**src/rtl/csma_defs.svh**
```systemverilog
`ifndef CSMA_DEFS_SVH
`define CSMA_DEFS_SVH

`define CSMA_ADDR_W             10
`define CSMA_ADDR_MAC_CTL       10'h011
`define CSMA_ADDR_LONG_SP       10'h021
`define CSMA_ADDR_TURN          10'h027
`define CSMA_ADDR_STAB          10'h02e
`define CSMA_ADDR_STATUS        10'h03f

`define CSMA_MAC_CTL_RST        8'h1c
`define CSMA_LONG_SP_RST        8'h84
`define CSMA_TURN_RST           8'h50
`define CSMA_STAB_RST           8'h75

`define CSMA_SKIP_CA_BIT        7
`define CSMA_BLE_BIT            6
`define CSMA_SLOTTED_BIT        5
`define CSMA_MINBE_HI           4
`define CSMA_MINBE_LO           3
`define CSMA_MAXBF_HI           2
`define CSMA_MAXBF_LO           0
`define CSMA_MAXBF_LIMIT        3'h5
`define CSMA_LONG_HI            7
`define CSMA_LONG_LO            2
`define CSMA_RF_STAB_HI         7
`define CSMA_RF_STAB_LO         4
`define CSMA_SHORT_HI           3
`define CSMA_SHORT_LO           0
`define CSMA_TURN_HI            7
`define CSMA_TURN_LO            4
`define CSMA_ST_FAIL_BIT        0
`define CSMA_ST_DONE_BIT        1
`define CSMA_ST_BUSY_BIT        7

`define CSMA_SIFS_MAX_OCTETS    7'h12
`define CSMA_MAX_BE             3'h5
`define CSMA_BLE_MAX_BE         3'h2
`define CSMA_SLOTTED_CW         2'h2
`define CSMA_UNSLOTTED_CW       2'h1

`define CSMA_CLK_PERIOD_NS      10
`define CSMA_SYMBOL_NS          16000
`define CSMA_SYMBOL_CYCLES      ((`CSMA_SYMBOL_NS + `CSMA_CLK_PERIOD_NS - 1) / `CSMA_CLK_PERIOD_NS)
`define CSMA_PERIOD_SYMBOLS     20

`endif

```
**src/rtl/csma_pkg.sv**
```systemverilog
package csma_pkg;

   typedef enum logic [2:0] {
      CSMA_ST_IDLE    = 3'b000,
      CSMA_ST_BACKOFF = 3'b001,
      CSMA_ST_TURN    = 3'b010,
      CSMA_ST_TX      = 3'b011,
      CSMA_ST_ACK     = 3'b100,
      CSMA_ST_IFS     = 3'b101
   } csma_state_type;

endpackage : csma_pkg

```
**src/rtl/csma_period_timer.sv**
```systemverilog
`include "csma_defs.svh"

module csma_period_timer
   import csma_pkg::*;
#(
   parameter int CYCLES_PER_SYMBOL  = `CSMA_SYMBOL_CYCLES,
   parameter int SYMBOLS_PER_PERIOD = `CSMA_PERIOD_SYMBOLS
) (
   input  wire logic clk_in,
   input  wire logic reset_n_in,
   input  wire logic ce_in,
   output logic      sym_tick_out,
   output logic      period_tick_out
);

   logic [15:0] cyc_reg;
   logic [15:0] cyc_next;
   logic [7:0]  sym_reg;
   logic [7:0]  sym_next;
   logic        sym_tick_next;
   logic        period_tick_next;

   // Free running on purpose: the unslotted backoff grid owes nothing to any peer.
   always_comb begin
      cyc_next         = cyc_reg + 16'h0001;
      sym_next         = sym_reg;
      sym_tick_next    = 1'b0;
      period_tick_next = 1'b0;
      if (cyc_reg == 16'(CYCLES_PER_SYMBOL - 1)) begin
         cyc_next      = 16'h0000;
         sym_tick_next = 1'b1;
         if (sym_reg == 8'(SYMBOLS_PER_PERIOD - 1)) begin
            sym_next         = 8'h00;
            period_tick_next = 1'b1;
         end else begin
            sym_next = sym_reg + 8'h01;
         end
      end
   end

   always_ff @(posedge clk_in or negedge reset_n_in) begin
      if (!reset_n_in) begin
         cyc_reg         <= 16'h0000;
         sym_reg         <= 8'h00;
         sym_tick_out    <= 1'b0;
         period_tick_out <= 1'b0;
      end else if (ce_in) begin
         cyc_reg         <= cyc_next;
         sym_reg         <= sym_next;
         sym_tick_out    <= sym_tick_next;
         period_tick_out <= period_tick_next;
      end
   end

endmodule : csma_period_timer

```
**src/rtl/csma_ifs_top.sv**
```systemverilog
// Contract
// - In slotted mode every backoff period boundary follows the coordinator's slot boundary pulses.
// - In unslotted mode backoff periods come from a free-running local timer unrelated to any peer.
// - The slotted bit of the transmit-MAC control register selects unslotted (0) or slotted (1) access.
// - The battery-life-extension bit enables battery life extension during slotted access.
// - The minimum backoff exponent field takes 0 to 3, resets to 3 and seeds the backoff exponent.
// - The maximum backoff count field takes 0 to 5, resets to 4 and limits the number of backoffs.
// - After a frame of at most 18 octets the device waits the short spacing before transmitting again.
// - After a longer frame the device waits the long spacing before transmitting again.
// - When an acknowledgment is requested the spacing starts after the acknowledgment frame.
// - The short spacing is the short-spacing field plus the RF stabilisation field.
// - The long spacing is the six-bit long-spacing field plus the RF stabilisation field.
// - The turnaround time is the turnaround field plus the RF stabilisation field.
`include "csma_defs.svh"

module csma_ifs_top
   import csma_pkg::*;
#(
   parameter int CYCLES_PER_SYMBOL  = `CSMA_SYMBOL_CYCLES,
   parameter int SYMBOLS_PER_PERIOD = `CSMA_PERIOD_SYMBOLS
) (
   input  wire logic                    CLOCK_IN,
   input  wire logic                    RESET_N_IN,
   input  wire logic                    CE_IN,
   input  wire logic [`CSMA_ADDR_W-1:0] ADDR_IN,
   input  wire logic [7:0]              WR_DATA_IN,
   input  wire logic                    WR_STROBE_IN,
   input  wire logic                    RD_STROBE_IN,
   output logic      [7:0]              RD_DATA_OUT,
   input  wire logic                    TX_REQ_IN,
   input  wire logic [6:0]              TX_LEN_IN,
   input  wire logic                    TX_ACK_REQ_IN,
   input  wire logic                    CCA_CLEAR_IN,
   input  wire logic                    SLOT_BOUNDARY_IN,
   input  wire logic                    TX_END_IN,
   input  wire logic                    ACK_DONE_IN,
   output logic                         TX_START_OUT,
   output logic                         BUSY_OUT,
   output logic                         CA_FAIL_OUT,
   output logic                         TX_DONE_OUT
);

   ////////////////////////////////////////////////////////////////////////////////////////////////
   function automatic logic [6:0] csma_sum(input logic [5:0] field, input logic [3:0] stab);
      csma_sum = {1'b0, field} + {3'h0, stab};
   endfunction : csma_sum

   function automatic logic [4:0] csma_mask(input logic [2:0] be);
      csma_mask = 5'h1f >> (`CSMA_MAX_BE - be);
   endfunction : csma_mask

   ////////////////////////////////////////////////////////////////////////////////////////////////
   logic [7:0]     mac_ctl_reg;
   logic [7:0]     mac_ctl_next;
   logic [7:0]     long_sp_reg;
   logic [7:0]     long_sp_next;
   logic [3:0]     turn_reg;
   logic [3:0]     turn_next;
   logic [7:0]     stab_reg;
   logic [7:0]     stab_next;
   logic           fail_st_reg;
   logic           fail_st_next;
   logic           done_st_reg;
   logic           done_st_next;
   logic [7:0]     rd_next;
   logic [2:0]     wr_maxbf;

   csma_state_type state_reg;
   csma_state_type state_next;
   logic [2:0]     nb_reg;
   logic [2:0]     nb_next;
   logic [2:0]     be_reg;
   logic [2:0]     be_next;
   logic [1:0]     cw_reg;
   logic [1:0]     cw_next;
   logic [4:0]     cnt_reg;
   logic [4:0]     cnt_next;
   logic [6:0]     sym_cnt_reg;
   logic [6:0]     sym_cnt_next;
   logic [6:0]     len_reg;
   logic [6:0]     len_next;
   logic           ack_reg;
   logic           ack_next;
   logic [15:0]    lfsr_reg;
   logic [15:0]    lfsr_next;
   logic           start_next;
   logic           fail_next;
   logic           done_next;
   logic           busy_next;

   logic           sym_tick;
   logic           period_tick;
   logic           slotted;
   logic           skip_ca;
   logic           ble;
   logic [2:0]     minbe;
   logic [2:0]     maxbf;
   logic [2:0]     be_init;
   logic [1:0]     cw_init;
   logic           boundary;
   logic [3:0]     rf_stab;
   logic [6:0]     short_len;
   logic [6:0]     long_len;
   logic [6:0]     ifs_len;
   logic [6:0]     turn_len;

   ////////////////////////////////////////////////////////////////////////////////////////////////
   csma_period_timer #(
      .CYCLES_PER_SYMBOL  (CYCLES_PER_SYMBOL),
      .SYMBOLS_PER_PERIOD (SYMBOLS_PER_PERIOD)
   ) u_timer (
      .clk_in          (CLOCK_IN),
      .reset_n_in      (RESET_N_IN),
      .ce_in           (CE_IN),
      .sym_tick_out    (sym_tick),
      .period_tick_out (period_tick)
   );

   assign slotted   = mac_ctl_reg[`CSMA_SLOTTED_BIT];
   assign skip_ca   = mac_ctl_reg[`CSMA_SKIP_CA_BIT];
   assign ble       = mac_ctl_reg[`CSMA_BLE_BIT];
   assign minbe     = {1'b0, mac_ctl_reg[`CSMA_MINBE_HI:`CSMA_MINBE_LO]};
   assign maxbf     = mac_ctl_reg[`CSMA_MAXBF_HI:`CSMA_MAXBF_LO];
   // Battery life extension caps the exponent so the radio listens for fewer periods.
   assign be_init   = (slotted && ble && minbe > `CSMA_BLE_MAX_BE) ? `CSMA_BLE_MAX_BE : minbe;
   assign cw_init   = slotted ? `CSMA_SLOTTED_CW : `CSMA_UNSLOTTED_CW;
   assign boundary  = slotted ? SLOT_BOUNDARY_IN : period_tick;
   assign rf_stab   = stab_reg[`CSMA_RF_STAB_HI:`CSMA_RF_STAB_LO];
   assign short_len = csma_sum({2'h0, stab_reg[`CSMA_SHORT_HI:`CSMA_SHORT_LO]}, rf_stab);
   assign long_len  = csma_sum(long_sp_reg[`CSMA_LONG_HI:`CSMA_LONG_LO], rf_stab);
   assign turn_len  = csma_sum({2'h0, turn_reg}, rf_stab);
   assign ifs_len   = (len_reg > `CSMA_SIFS_MAX_OCTETS) ? long_len : short_len;
   assign wr_maxbf  = (WR_DATA_IN[`CSMA_MAXBF_HI:`CSMA_MAXBF_LO] > `CSMA_MAXBF_LIMIT) ?
                      `CSMA_MAXBF_LIMIT : WR_DATA_IN[`CSMA_MAXBF_HI:`CSMA_MAXBF_LO];

   ////////////////////////////////////////////////////////////////////////////////////////////////
   // Register file and status flags; a hardware set beats a same-cycle clear.
   always_comb begin
      mac_ctl_next = mac_ctl_reg;
      long_sp_next = long_sp_reg;
      turn_next    = turn_reg;
      stab_next    = stab_reg;
      fail_st_next = fail_st_reg;
      done_st_next = done_st_reg;
      rd_next      = 8'h00;
      if (WR_STROBE_IN) begin
         case (ADDR_IN)
            `CSMA_ADDR_MAC_CTL: mac_ctl_next = {WR_DATA_IN[7:3], wr_maxbf};
            `CSMA_ADDR_LONG_SP: long_sp_next = WR_DATA_IN;
            `CSMA_ADDR_TURN:    turn_next    = WR_DATA_IN[`CSMA_TURN_HI:`CSMA_TURN_LO];
            `CSMA_ADDR_STAB:    stab_next    = WR_DATA_IN;
            `CSMA_ADDR_STATUS: begin
               fail_st_next = fail_st_reg & ~WR_DATA_IN[`CSMA_ST_FAIL_BIT];
               done_st_next = done_st_reg & ~WR_DATA_IN[`CSMA_ST_DONE_BIT];
            end
            default: ;
         endcase
      end
      if (fail_next) begin
         fail_st_next = 1'b1;
      end
      if (done_next) begin
         done_st_next = 1'b1;
      end
      if (RD_STROBE_IN) begin
         case (ADDR_IN)
            `CSMA_ADDR_MAC_CTL: rd_next = mac_ctl_reg;
            `CSMA_ADDR_LONG_SP: rd_next = long_sp_reg;
            `CSMA_ADDR_TURN:    rd_next = {turn_reg, 4'h0};
            `CSMA_ADDR_STAB:    rd_next = stab_reg;
            `CSMA_ADDR_STATUS: rd_next = {BUSY_OUT, 5'h00, done_st_reg, fail_st_reg};
            default:           rd_next = 8'h00;
         endcase
      end
   end

   always_ff @(posedge CLOCK_IN or negedge RESET_N_IN) begin
      if (!RESET_N_IN) begin
         mac_ctl_reg <= `CSMA_MAC_CTL_RST;
         long_sp_reg <= `CSMA_LONG_SP_RST;
         turn_reg    <= 4'(`CSMA_TURN_RST >> `CSMA_TURN_LO);
         stab_reg    <= `CSMA_STAB_RST;
         fail_st_reg <= 1'b0;
         done_st_reg <= 1'b0;
         RD_DATA_OUT <= 8'h00;
      end else if (CE_IN) begin
         mac_ctl_reg <= mac_ctl_next;
         long_sp_reg <= long_sp_next;
         turn_reg    <= turn_next;
         stab_reg    <= stab_next;
         fail_st_reg <= fail_st_next;
         done_st_reg <= done_st_next;
         RD_DATA_OUT <= rd_next;
      end
   end

   ////////////////////////////////////////////////////////////////////////////////////////////////
   // Channel access sequencer. Requests are taken only in idle, so spacing cannot be cut short.
   always_comb begin
      state_next   = state_reg;
      nb_next      = nb_reg;
      be_next      = be_reg;
      cw_next      = cw_reg;
      cnt_next     = cnt_reg;
      sym_cnt_next = sym_cnt_reg;
      len_next     = len_reg;
      ack_next     = ack_reg;
      start_next   = 1'b0;
      fail_next    = 1'b0;
      done_next    = 1'b0;
      lfsr_next    = {lfsr_reg[14:0], lfsr_reg[15] ^ lfsr_reg[13] ^ lfsr_reg[12] ^ lfsr_reg[10]};
      case (state_reg)
         CSMA_ST_IDLE: begin
            if (TX_REQ_IN) begin
               len_next = TX_LEN_IN;
               ack_next = TX_ACK_REQ_IN;
               if (skip_ca) begin
                  state_next = CSMA_ST_TX;
                  start_next = 1'b1;
               end else begin
                  nb_next    = 3'h0;
                  be_next    = be_init;
                  cw_next    = cw_init;
                  cnt_next   = lfsr_reg[4:0] & csma_mask(be_init);
                  state_next = CSMA_ST_BACKOFF;
               end
            end
         end
         CSMA_ST_BACKOFF: begin
            if (boundary) begin
               if (cnt_reg != 5'h00) begin
                  cnt_next = cnt_reg - 5'h01;
               end else if (CCA_CLEAR_IN) begin
                  if (cw_reg == 2'h1) begin
                     state_next   = CSMA_ST_TURN;
                     sym_cnt_next = turn_len;
                  end else begin
                     cw_next = cw_reg - 2'h1;
                  end
               end else if (nb_reg >= maxbf) begin
                  state_next = CSMA_ST_IDLE;
                  fail_next  = 1'b1;
               end else begin
                  nb_next  = nb_reg + 3'h1;
                  be_next  = (be_reg >= `CSMA_MAX_BE) ? `CSMA_MAX_BE : be_reg + 3'h1;
                  cw_next  = cw_init;
                  cnt_next = lfsr_reg[4:0] & csma_mask(be_next);
               end
            end
         end
         CSMA_ST_TURN: begin
            if (sym_tick) begin
               if (sym_cnt_reg == 7'h00) begin
                  state_next = CSMA_ST_TX;
                  start_next = 1'b1;
               end else begin
                  sym_cnt_next = sym_cnt_reg - 7'h01;
               end
            end
         end
         CSMA_ST_TX: begin
            if (TX_END_IN) begin
               if (ack_reg) begin
                  state_next = CSMA_ST_ACK;
               end else begin
                  state_next   = CSMA_ST_IFS;
                  sym_cnt_next = ifs_len;
               end
            end
         end
         CSMA_ST_ACK: begin
            if (ACK_DONE_IN) begin
               state_next   = CSMA_ST_IFS;
               sym_cnt_next = ifs_len;
            end
         end
         CSMA_ST_IFS: begin
            // The first tick may come early, so one extra tick keeps the gap at or above the length.
            if (sym_tick) begin
               if (sym_cnt_reg == 7'h00) begin
                  state_next = CSMA_ST_IDLE;
                  done_next  = 1'b1;
               end else begin
                  sym_cnt_next = sym_cnt_reg - 7'h01;
               end
            end
         end
         default: state_next = CSMA_ST_IDLE;
      endcase
      busy_next = (state_next != CSMA_ST_IDLE);
   end

   always_ff @(posedge CLOCK_IN or negedge RESET_N_IN) begin
      if (!RESET_N_IN) begin
         state_reg    <= CSMA_ST_IDLE;
         nb_reg       <= 3'h0;
         be_reg       <= 3'h0;
         cw_reg       <= 2'h0;
         cnt_reg      <= 5'h00;
         sym_cnt_reg  <= 7'h00;
         len_reg      <= 7'h00;
         ack_reg      <= 1'b0;
         lfsr_reg     <= 16'hace1;
         TX_START_OUT <= 1'b0;
         CA_FAIL_OUT  <= 1'b0;
         TX_DONE_OUT  <= 1'b0;
         BUSY_OUT     <= 1'b0;
      end else if (CE_IN) begin
         state_reg    <= state_next;
         nb_reg       <= nb_next;
         be_reg       <= be_next;
         cw_reg       <= cw_next;
         cnt_reg      <= cnt_next;
         sym_cnt_reg  <= sym_cnt_next;
         len_reg      <= len_next;
         ack_reg      <= ack_next;
         lfsr_reg     <= lfsr_next;
         TX_START_OUT <= start_next;
         CA_FAIL_OUT  <= fail_next;
         TX_DONE_OUT  <= done_next;
         BUSY_OUT     <= busy_next;
      end
   end
endmodule : csma_ifs_top

```
**config.mk**
```make
export PLATFORM = sky130hd
export DESIGN_NAME = csma_ifs_top
export DESIGN_NICKNAME = d
export VERILOG_FILES = /design/src/rtl/csma_pkg.sv /design/src/rtl/csma_period_timer.sv /design/src/rtl/csma_ifs_top.sv
export VERILOG_INCLUDE_DIRS = /design/src /design/src/rtl
export SDC_FILE = /design/constraint.sdc
export NUM_CORES = 1
export LEC_CHECK = 0
export BUFFER_PORTS_ARGS = -buffer_cell sky130_fd_sc_hd__buf_2
export CELL_PAD_IN_SITES_DETAIL_PLACEMENT = 1
export CELL_PAD_IN_SITES_GLOBAL_PLACEMENT = 1
export CORE_MARGIN = 8
export CORE_UTILIZATION = 43
export CTS_BUF_LIST = sky130_fd_sc_hd__clkbuf_16
export CTS_CLUSTER_DIAMETER = 150
export CTS_CLUSTER_SIZE = 12
export DETAILED_ROUTE_END_ITERATION = 7
export PLACE_DENSITY_LB_ADDON = 0.1
export SLEW_MARGIN = 10
export SYNTH_ARGS = -nofsm -noshare
export SYNTH_HDL_FRONTEND = slang
export SYNTH_SLANG_ARGS = --single-unit
```
**constraint.sdc**
```tcl
create_clock -name CLOCK_IN -period 2.2 [get_ports CLOCK_IN]
set_input_delay 0.44 -clock CLOCK_IN [delete_from_list [all_inputs] [get_ports CLOCK_IN]]
set_output_delay 0.44 -clock CLOCK_IN [all_outputs]
set_load 0.005 [all_outputs]
```
# ---- Word level (Yosys, flattened, before mapping)
# Cells that the tools add are included.
dict set report word_totals {
  output_inout_bits 12
  in_bits 36
  reg_bits 115
  elab_cells 191
}
dict set report classes {
  bitwise 9
  n_eq_ne 30
  n_shift 2
  add_sub_neg 12
  n_reduce_logical 25
  muxes 84
  order_cmp 5
}
# op count
set op_table {}
lappend op_table {{2-to-1 mux 3 bit} 26}
lappend op_table {{2-to-1 mux 7 bit} 10}
lappend op_table {{== test 10 x 6 -> 1 bit (second input constant)} 4}
lappend op_table {{one-hot mux 8 bit (5 select lines)} 1}
lappend op_table {{2-to-1 mux 5 bit} 6}
lappend op_table {{one-hot mux 7 bit (4 select lines)} 1}
lappend op_table {{!= test 2 bit (second input constant)} 12}
lappend op_table {{2-to-1 mux 1 bit} 21}
lappend op_table {{AND reduction 3 bit} 7}
lappend op_table {{2-to-1 mux 2 bit} 10}
lappend op_table {{one-hot mux 3 bit (6 select lines)} 1}
lappend op_table {{adder 16 x 1 -> 16 bit (second input constant)} 1}
lappend op_table {{== test 16 x 11 -> 1 bit (second input constant)} 1}
lappend op_table {{2-to-1 mux 16 bit} 1}
lappend op_table {{2-to-1 mux 8 bit} 2}
lappend op_table {{AND reduction 8 bit} 2}
lappend op_table {{!= test 3 bit (second input constant)} 4}
lappend op_table {{one-hot mux 3 bit (2 select lines)} 2}
lappend op_table {{AND reduction 11 bit} 1}
lappend op_table {{adder 4 x 4 -> 5 bit} 2}
lappend op_table {{AND 5 bit} 2}
lappend op_table {{== test 10 x 5 -> 1 bit (second input constant)} 1}
lappend op_table {{one-hot mux 5 bit (2 select lines)} 1}
lappend op_table {{nonzero test 2 bit} 5}
lappend op_table {{34 further kinds} 43}

# ---- Depth between registers and ports, before layout
dict set report logic_depth {
  word_depth 10
  mapped_depth 9
  mapped_depth_nobuf 9
}

# ---- Cells and area by module
# Synthesis repeated with hierarchy kept, for this count alone.
dict set report hier_totals {
  cells_unflattened 589
  area_unflattened_um2 6298.5
}
# module area_per_inst_um2 seq_area_each_um2 cells_per_inst n_inst
set by_module_without_submodules {}
lappend by_module_without_submodules {csma_ifs_top 5063.6 2252.2 479 1}
lappend by_module_without_submodules {csma_period_timer 1234.9 650.6 110 1}

# ---- Worst setup path after synthesis
# OpenSTA, ideal clock, no wires.
dict set report synth_timing {
  path_type {input-to-reg}
  startpoint {in ADDR_IN[4]}
  endpoint {reg stab_reg[1]}
  path_stages 5
  n_path_buf 0
  setup_ns 0.125
  slack_ns -0.201
  arrival_time_ns 2.276
  t_required_ns 2.075
  cell_sequence {or4b_4 or4_4 nor3b_4 nand2_4 mux2_2}
}
dict set report synth_between {
  elab_chain_cells 2
}
# element line_no
set synth_rtl {}
lappend synth_rtl {{start: declaration} csma_ifs_top.sv:25} ;# input wire logic [`CSMA_ADDR_W-1:0] ADDR_IN,
lappend synth_rtl {{== test 10 x 6 -> 1 bit} csma_ifs_top.sv:147} ;# case (ADDR_IN)
lappend synth_rtl {{AND reduction 3 bit (no line)} -}
lappend synth_rtl {{end signal: assignment} csma_ifs_top.sv:182} ;# stab_reg <= `CSMA_STAB_RST;
lappend synth_rtl {{end signal: assignment} csma_ifs_top.sv:190} ;# stab_reg <= stab_next;
lappend synth_rtl {{end: declaration} csma_ifs_top.sv:59} ;# logic [7:0] stab_reg;
# No other way between the ends.
# A chain may end at the register's enable or synchronous reset.

# ---- Worst setup path in the final report
dict set report layout_timing {
  startpoint {in ADDR_IN[4]}
  endpoint {reg turn_reg[1]}
}
dict set report layout_between {
  elab_chain_cells 2
}
# element line_no
set layout_rtl {}
lappend layout_rtl {{== test 10 x 6 -> 1 bit} csma_ifs_top.sv:147}
lappend layout_rtl {{AND reduction 3 bit (no line)} -}
lappend layout_rtl {{end signal: assignment} csma_ifs_top.sv:181} ;# turn_reg <= 4'(`CSMA_TURN_RST >> `CSMA_TURN_LO);
lappend layout_rtl {{end signal: assignment} csma_ifs_top.sv:189} ;# turn_reg <= turn_next;
lappend layout_rtl {{end: declaration} csma_ifs_top.sv:57} ;# logic [3:0] turn_reg;
# No other way between the ends.

==> results by stage <==
Setup path:
- Of all nets on the critical path, the largest fanout is 4.
- The largest stage delay on the critical path is 0.54 ns.
- The signal on the critical path passes through buf_2 -> or4b_4 -> or4_4 -> nor3b_2 -> nand2_1 -> mux2_2.
- The internal reg-to-reg setup slack is 0.14 ns.
- At the worst endpoint, the arrival time is 2.40 ns.
- The worst setup path is of the in2reg kind.
- Counting both buffers and inverters, the worst setup path holds a total of 1.
- STA classifies the critical path startpoint as a primary input.
- The worst reg2reg path endpoint is sym_cnt_reg[4].
- The family with the most delay on the worst path is simple AND/OR/NAND/NOR gates.
- The cell at the slowest stage of the critical path is sky130_fd_sc_hd__or4b_4.
- The worst setup path is captured at a flop.
- Data on the critical path is required at its endpoint by 2.50 ns.
- Counting cells, the worst reg-to-reg path comes to 7.
- The worst register-to-register path begins at long_sp_reg[2].

Place:
- The final weighted congestion of routability-driven global placement is 0.866.
- At the placement stage, the worst setup path has a slack of -0.325 ns.
- In this run the tool buffered the top-level ports with 47 buffer cells.
- The area of placed instances is 6950 um2.
- After legalization and detailed placement, the total HPWL measured 12.2 mm.
- The number of placed instances with taps included is 840.

Cells and area:
- For this run, the number of standard cells in the final layout without fillers is 875.
- Measured on the finished design, the core utilization comes to 54.3%.
- In the layout the commonest cells are sky130_fd_sc_hd__dfrtp_1, sky130_fd_sc_hd__mux2_2, sky130_fd_sc_hd__nand2_1.
- At the end of the flow, the number of nets in the layout was 746.
- Leaving out fill and tap cells, the most frequent cell in the layout is sky130_fd_sc_hd__dfrtp_1.
- The filler cell count in the final layout is 1535.
- Cells with a size suffix above 1 make up 30.5% of the layout.
- Compared with the post-synthesis result, the final layout area differs by 23.1%.
- The final design area excluding fillers is 7570 um2.

Timing:
- The worst-margin pin slew is 0.468 ns.
- Setup violations remaining at the end of the flow were counted as 0.
- Dividing the final minimum period by the clock period gives 95.5%.
- The smallest clock period supported by the final layout is computed as 2.10 ns.
- The number of slew-limit violations in the final report is 0.
- The tightest slew margin relative to the limit is 68.8%.
- Between clock sinks in the finished design, the worst skew comes to 0.00474 ns.
- The worst path meets setup with 0.0986 ns of slack.
- The number of hold violations in the final report came to 0.
- Timing would allow up to 476 MHz.

Global routing:
- The via count of the first global-routing pass is 5358.
- The largest net degree at the start of global routing is 44.
- For this run, the total global-route usage over all layers was measured as 18.8%.
- The number of antenna violations at the first check in global routing is 0.
- The total overflow left after global routing is 0.
- The wire length of the first global-routing pass is 27.3 mm.

Die:
- The initial standard-cell utilization of the core is 44.1%.
- The site row count is 43.
- The die outline height is 136 um.
- The die width is 136 um.
- The I/O pin count is 48.
- The core region area is 13900 um2.
- The die footprint is 18400 um2.

Worst hold path:
- The path category of the worst min-delay check is in2reg.
- Along the worst hold path, the cell count comes to 2.
- The endpoint of the worst hold path is len_reg[3].
- The startpoint of the worst hold path is TX_LEN_IN[3].

CTS:
- The clock latency of the later-clocked register in the worst-skew pair is 0.42 ns.
- TritonCTS built the clock tree.
- Counting along the longest clock path gives a buffer depth of 2.
- The number of buffers created by CTS is 17.
- The clock transition at the registers of the reported paths is 0.06 ns.
- The H-tree was split into 4 levels.
- The total number of clock tree sinks is 115.
- The buffer type at the clock tree root is sky130_fd_sc_hd__clkbuf_16.

Synth:
- The count of synthesis-stage warnings from yosys is 0.
- The net count after synthesis is 646.
- The number of different library cells used by synthesis comes to 61.
- Synthesis produced a netlist whose cell count is 581.
- Counting flops with an async set or reset pin after synthesis yields a share of 100%.
- The most used flip-flop cell after synthesis is sky130_fd_sc_hd__dfrtp_1.
- The per-instance average area after synthesis is 10.6 um2.
- Counting flops with a built-in enable in the synthesized netlist gives 0.
- The number of synthesized register bits is 115.
- The sequential fraction of the synthesis area is 47.2%.
- The synthesized area is 6150 um2.

Route:
- For this block, the routed nets add up to 16.5 mm of wire.
- The final antenna-violating net count is 0.
- The first detailed-routing pass ran for 6 iterations.
- The per-cell routed wire length is 18.8 um.
- The violation count after the first detailed-route iteration is 223.
- The total number of vias is 4941.
- The detailed-route DRC error count is 0.
- In the routed layout, each cell is associated on average with a via count of 5.65.

Power:
- The static leakage is 3.53 nW.
- The overall power after layout is 7.42 mW.
- The power density relative to cell area is 980 nW/um2.
- IR analysis of the VDD net gives a maximum drop of 0.000625 V.

Run:
- Max-cap violations in this run came to 0.

Run status:
- The run finished with clean final reports.
-- where the power goes --
group / internal [mW] / leakage, nW / total (mW) / switching [mW]
clock: 1.67 / 0.278 / 2.72 / 1.05
sequential: 2.59 / 1.46 / 2.96 / 0.379
combinational: 0.854 / 1.79 / 1.73 / 0.878
-- worst register-to-register path, delay by kind of cell, from the launching register on --
kind                     cells  cell delay [ns]
AO/OA/AOI/OAI                4             0.77
XOR/XNOR                     1             0.12
adder cells (fa/ha/maj)      2             0.66
flip-flops                   1             0.39
-- cells in the mapped netlist (all sizes together), types with 4 or more instances --
library cell	n	area, um2
nand2	52	203
and3	4	25.0
a21oi	31	155
xor2	7	61.3
nand4	7	43.8
nor3	14	75.1
inv	23	86.3
o2bb2ai	10	87.6
o31ai	5	37.5
ha	26	325
a211oi	4	30.0
mux2	53	597
nor2	41	156
a22o	5	43.8
dfstp	20	526
mux2i	4	40.0
nor3b	7	68.8
nor2b	4	25.0
nor4	4	25.0
a21o	11	82.6
xnor2	25	219
a221oi	7	61.3
clkbuf	13	48.8
a31oi	4	25.0
dfrtp	95	2380
nand3	18	90.1
nand2b	8	50.1
o21ai	35	175
-- cells by family (layout without fill, tap and decap cells) --
logic type                 count (synthesis)  after routing  synth area share, %
and+or+nand+nor                          174            174                 14.5
AOI/OAI and AO/OA                        138            138                 15.0
DFF                                      115            115                 47.2
muxes                                     57             57                 10.4
buffers and inverters                     36            149                 2.20
xor gates and xnor gates                  32             32                 4.56
adders and majority gates                 29             29                 6.27
other                                      0              1                    0
-- worst max path at each step --
stage,start,cells after the start,to
floorplan,ADDR_IN[4],5,stab_reg[1]
global placement,ADDR_IN[4],7,stab_reg[3]
detailed placement,ADDR_IN[4],6,turn_reg[1]
CTS,mac_ctl_reg[2],9,cnt_reg[1]
global route,cnt_reg[0],11,sym_cnt_reg[5]
finish,ADDR_IN[4],6,turn_reg[1]
-- what timing repair did --
item,in CTS,in global routing
hold buffers,1,0
pin swaps,0,1
resized for setup,1,7
hold endpoints to repair,26,0
setup buffers,0,1
setup endpoints to repair,5,24
-- cell type report --
| type | instances | area [um2] | share of cell area, % |
|---|---|---|---|
| Clock inverter | 15 | 158 | 2.08 |
| Inverter | 23 | 86.3 | 1.14 |
| Multi-Input combinational cell | 430 | 3140 | 41.5 |
| Sequential cell | 115 | 2900 | 38.3 |
| Antenna cell | 1 | 2.50 | 0.0331 |
| Tap cell | 180 | 225 | 2.98 |
| Clock buffer | 17 | 425 | 5.62 |
| Timing Repair Buffer | 94 | 631 | 8.33 |
-- metal layers --
metal	global-route usage, %	vias up	share of wire [%]
li1	-	2326	-
met4	6.72	0	1.4
met3	4.19	15	3.8
met1	22.2	2534	43
met5	0	-	0
met2	32.8	66	52
-- per-stage QoR --
stage | hold slack (ns) | TNS (ns)
global placement | 0.417 | -4.52
CTS | 0.240 | 0
floorplan | 0.144 | -2.67
finish | 0.251 | 0
global route | 0.248 | -0.129
detailed placement | 0.421 | -5.64
Note: power is estimated with default switching activity, not from simulation.
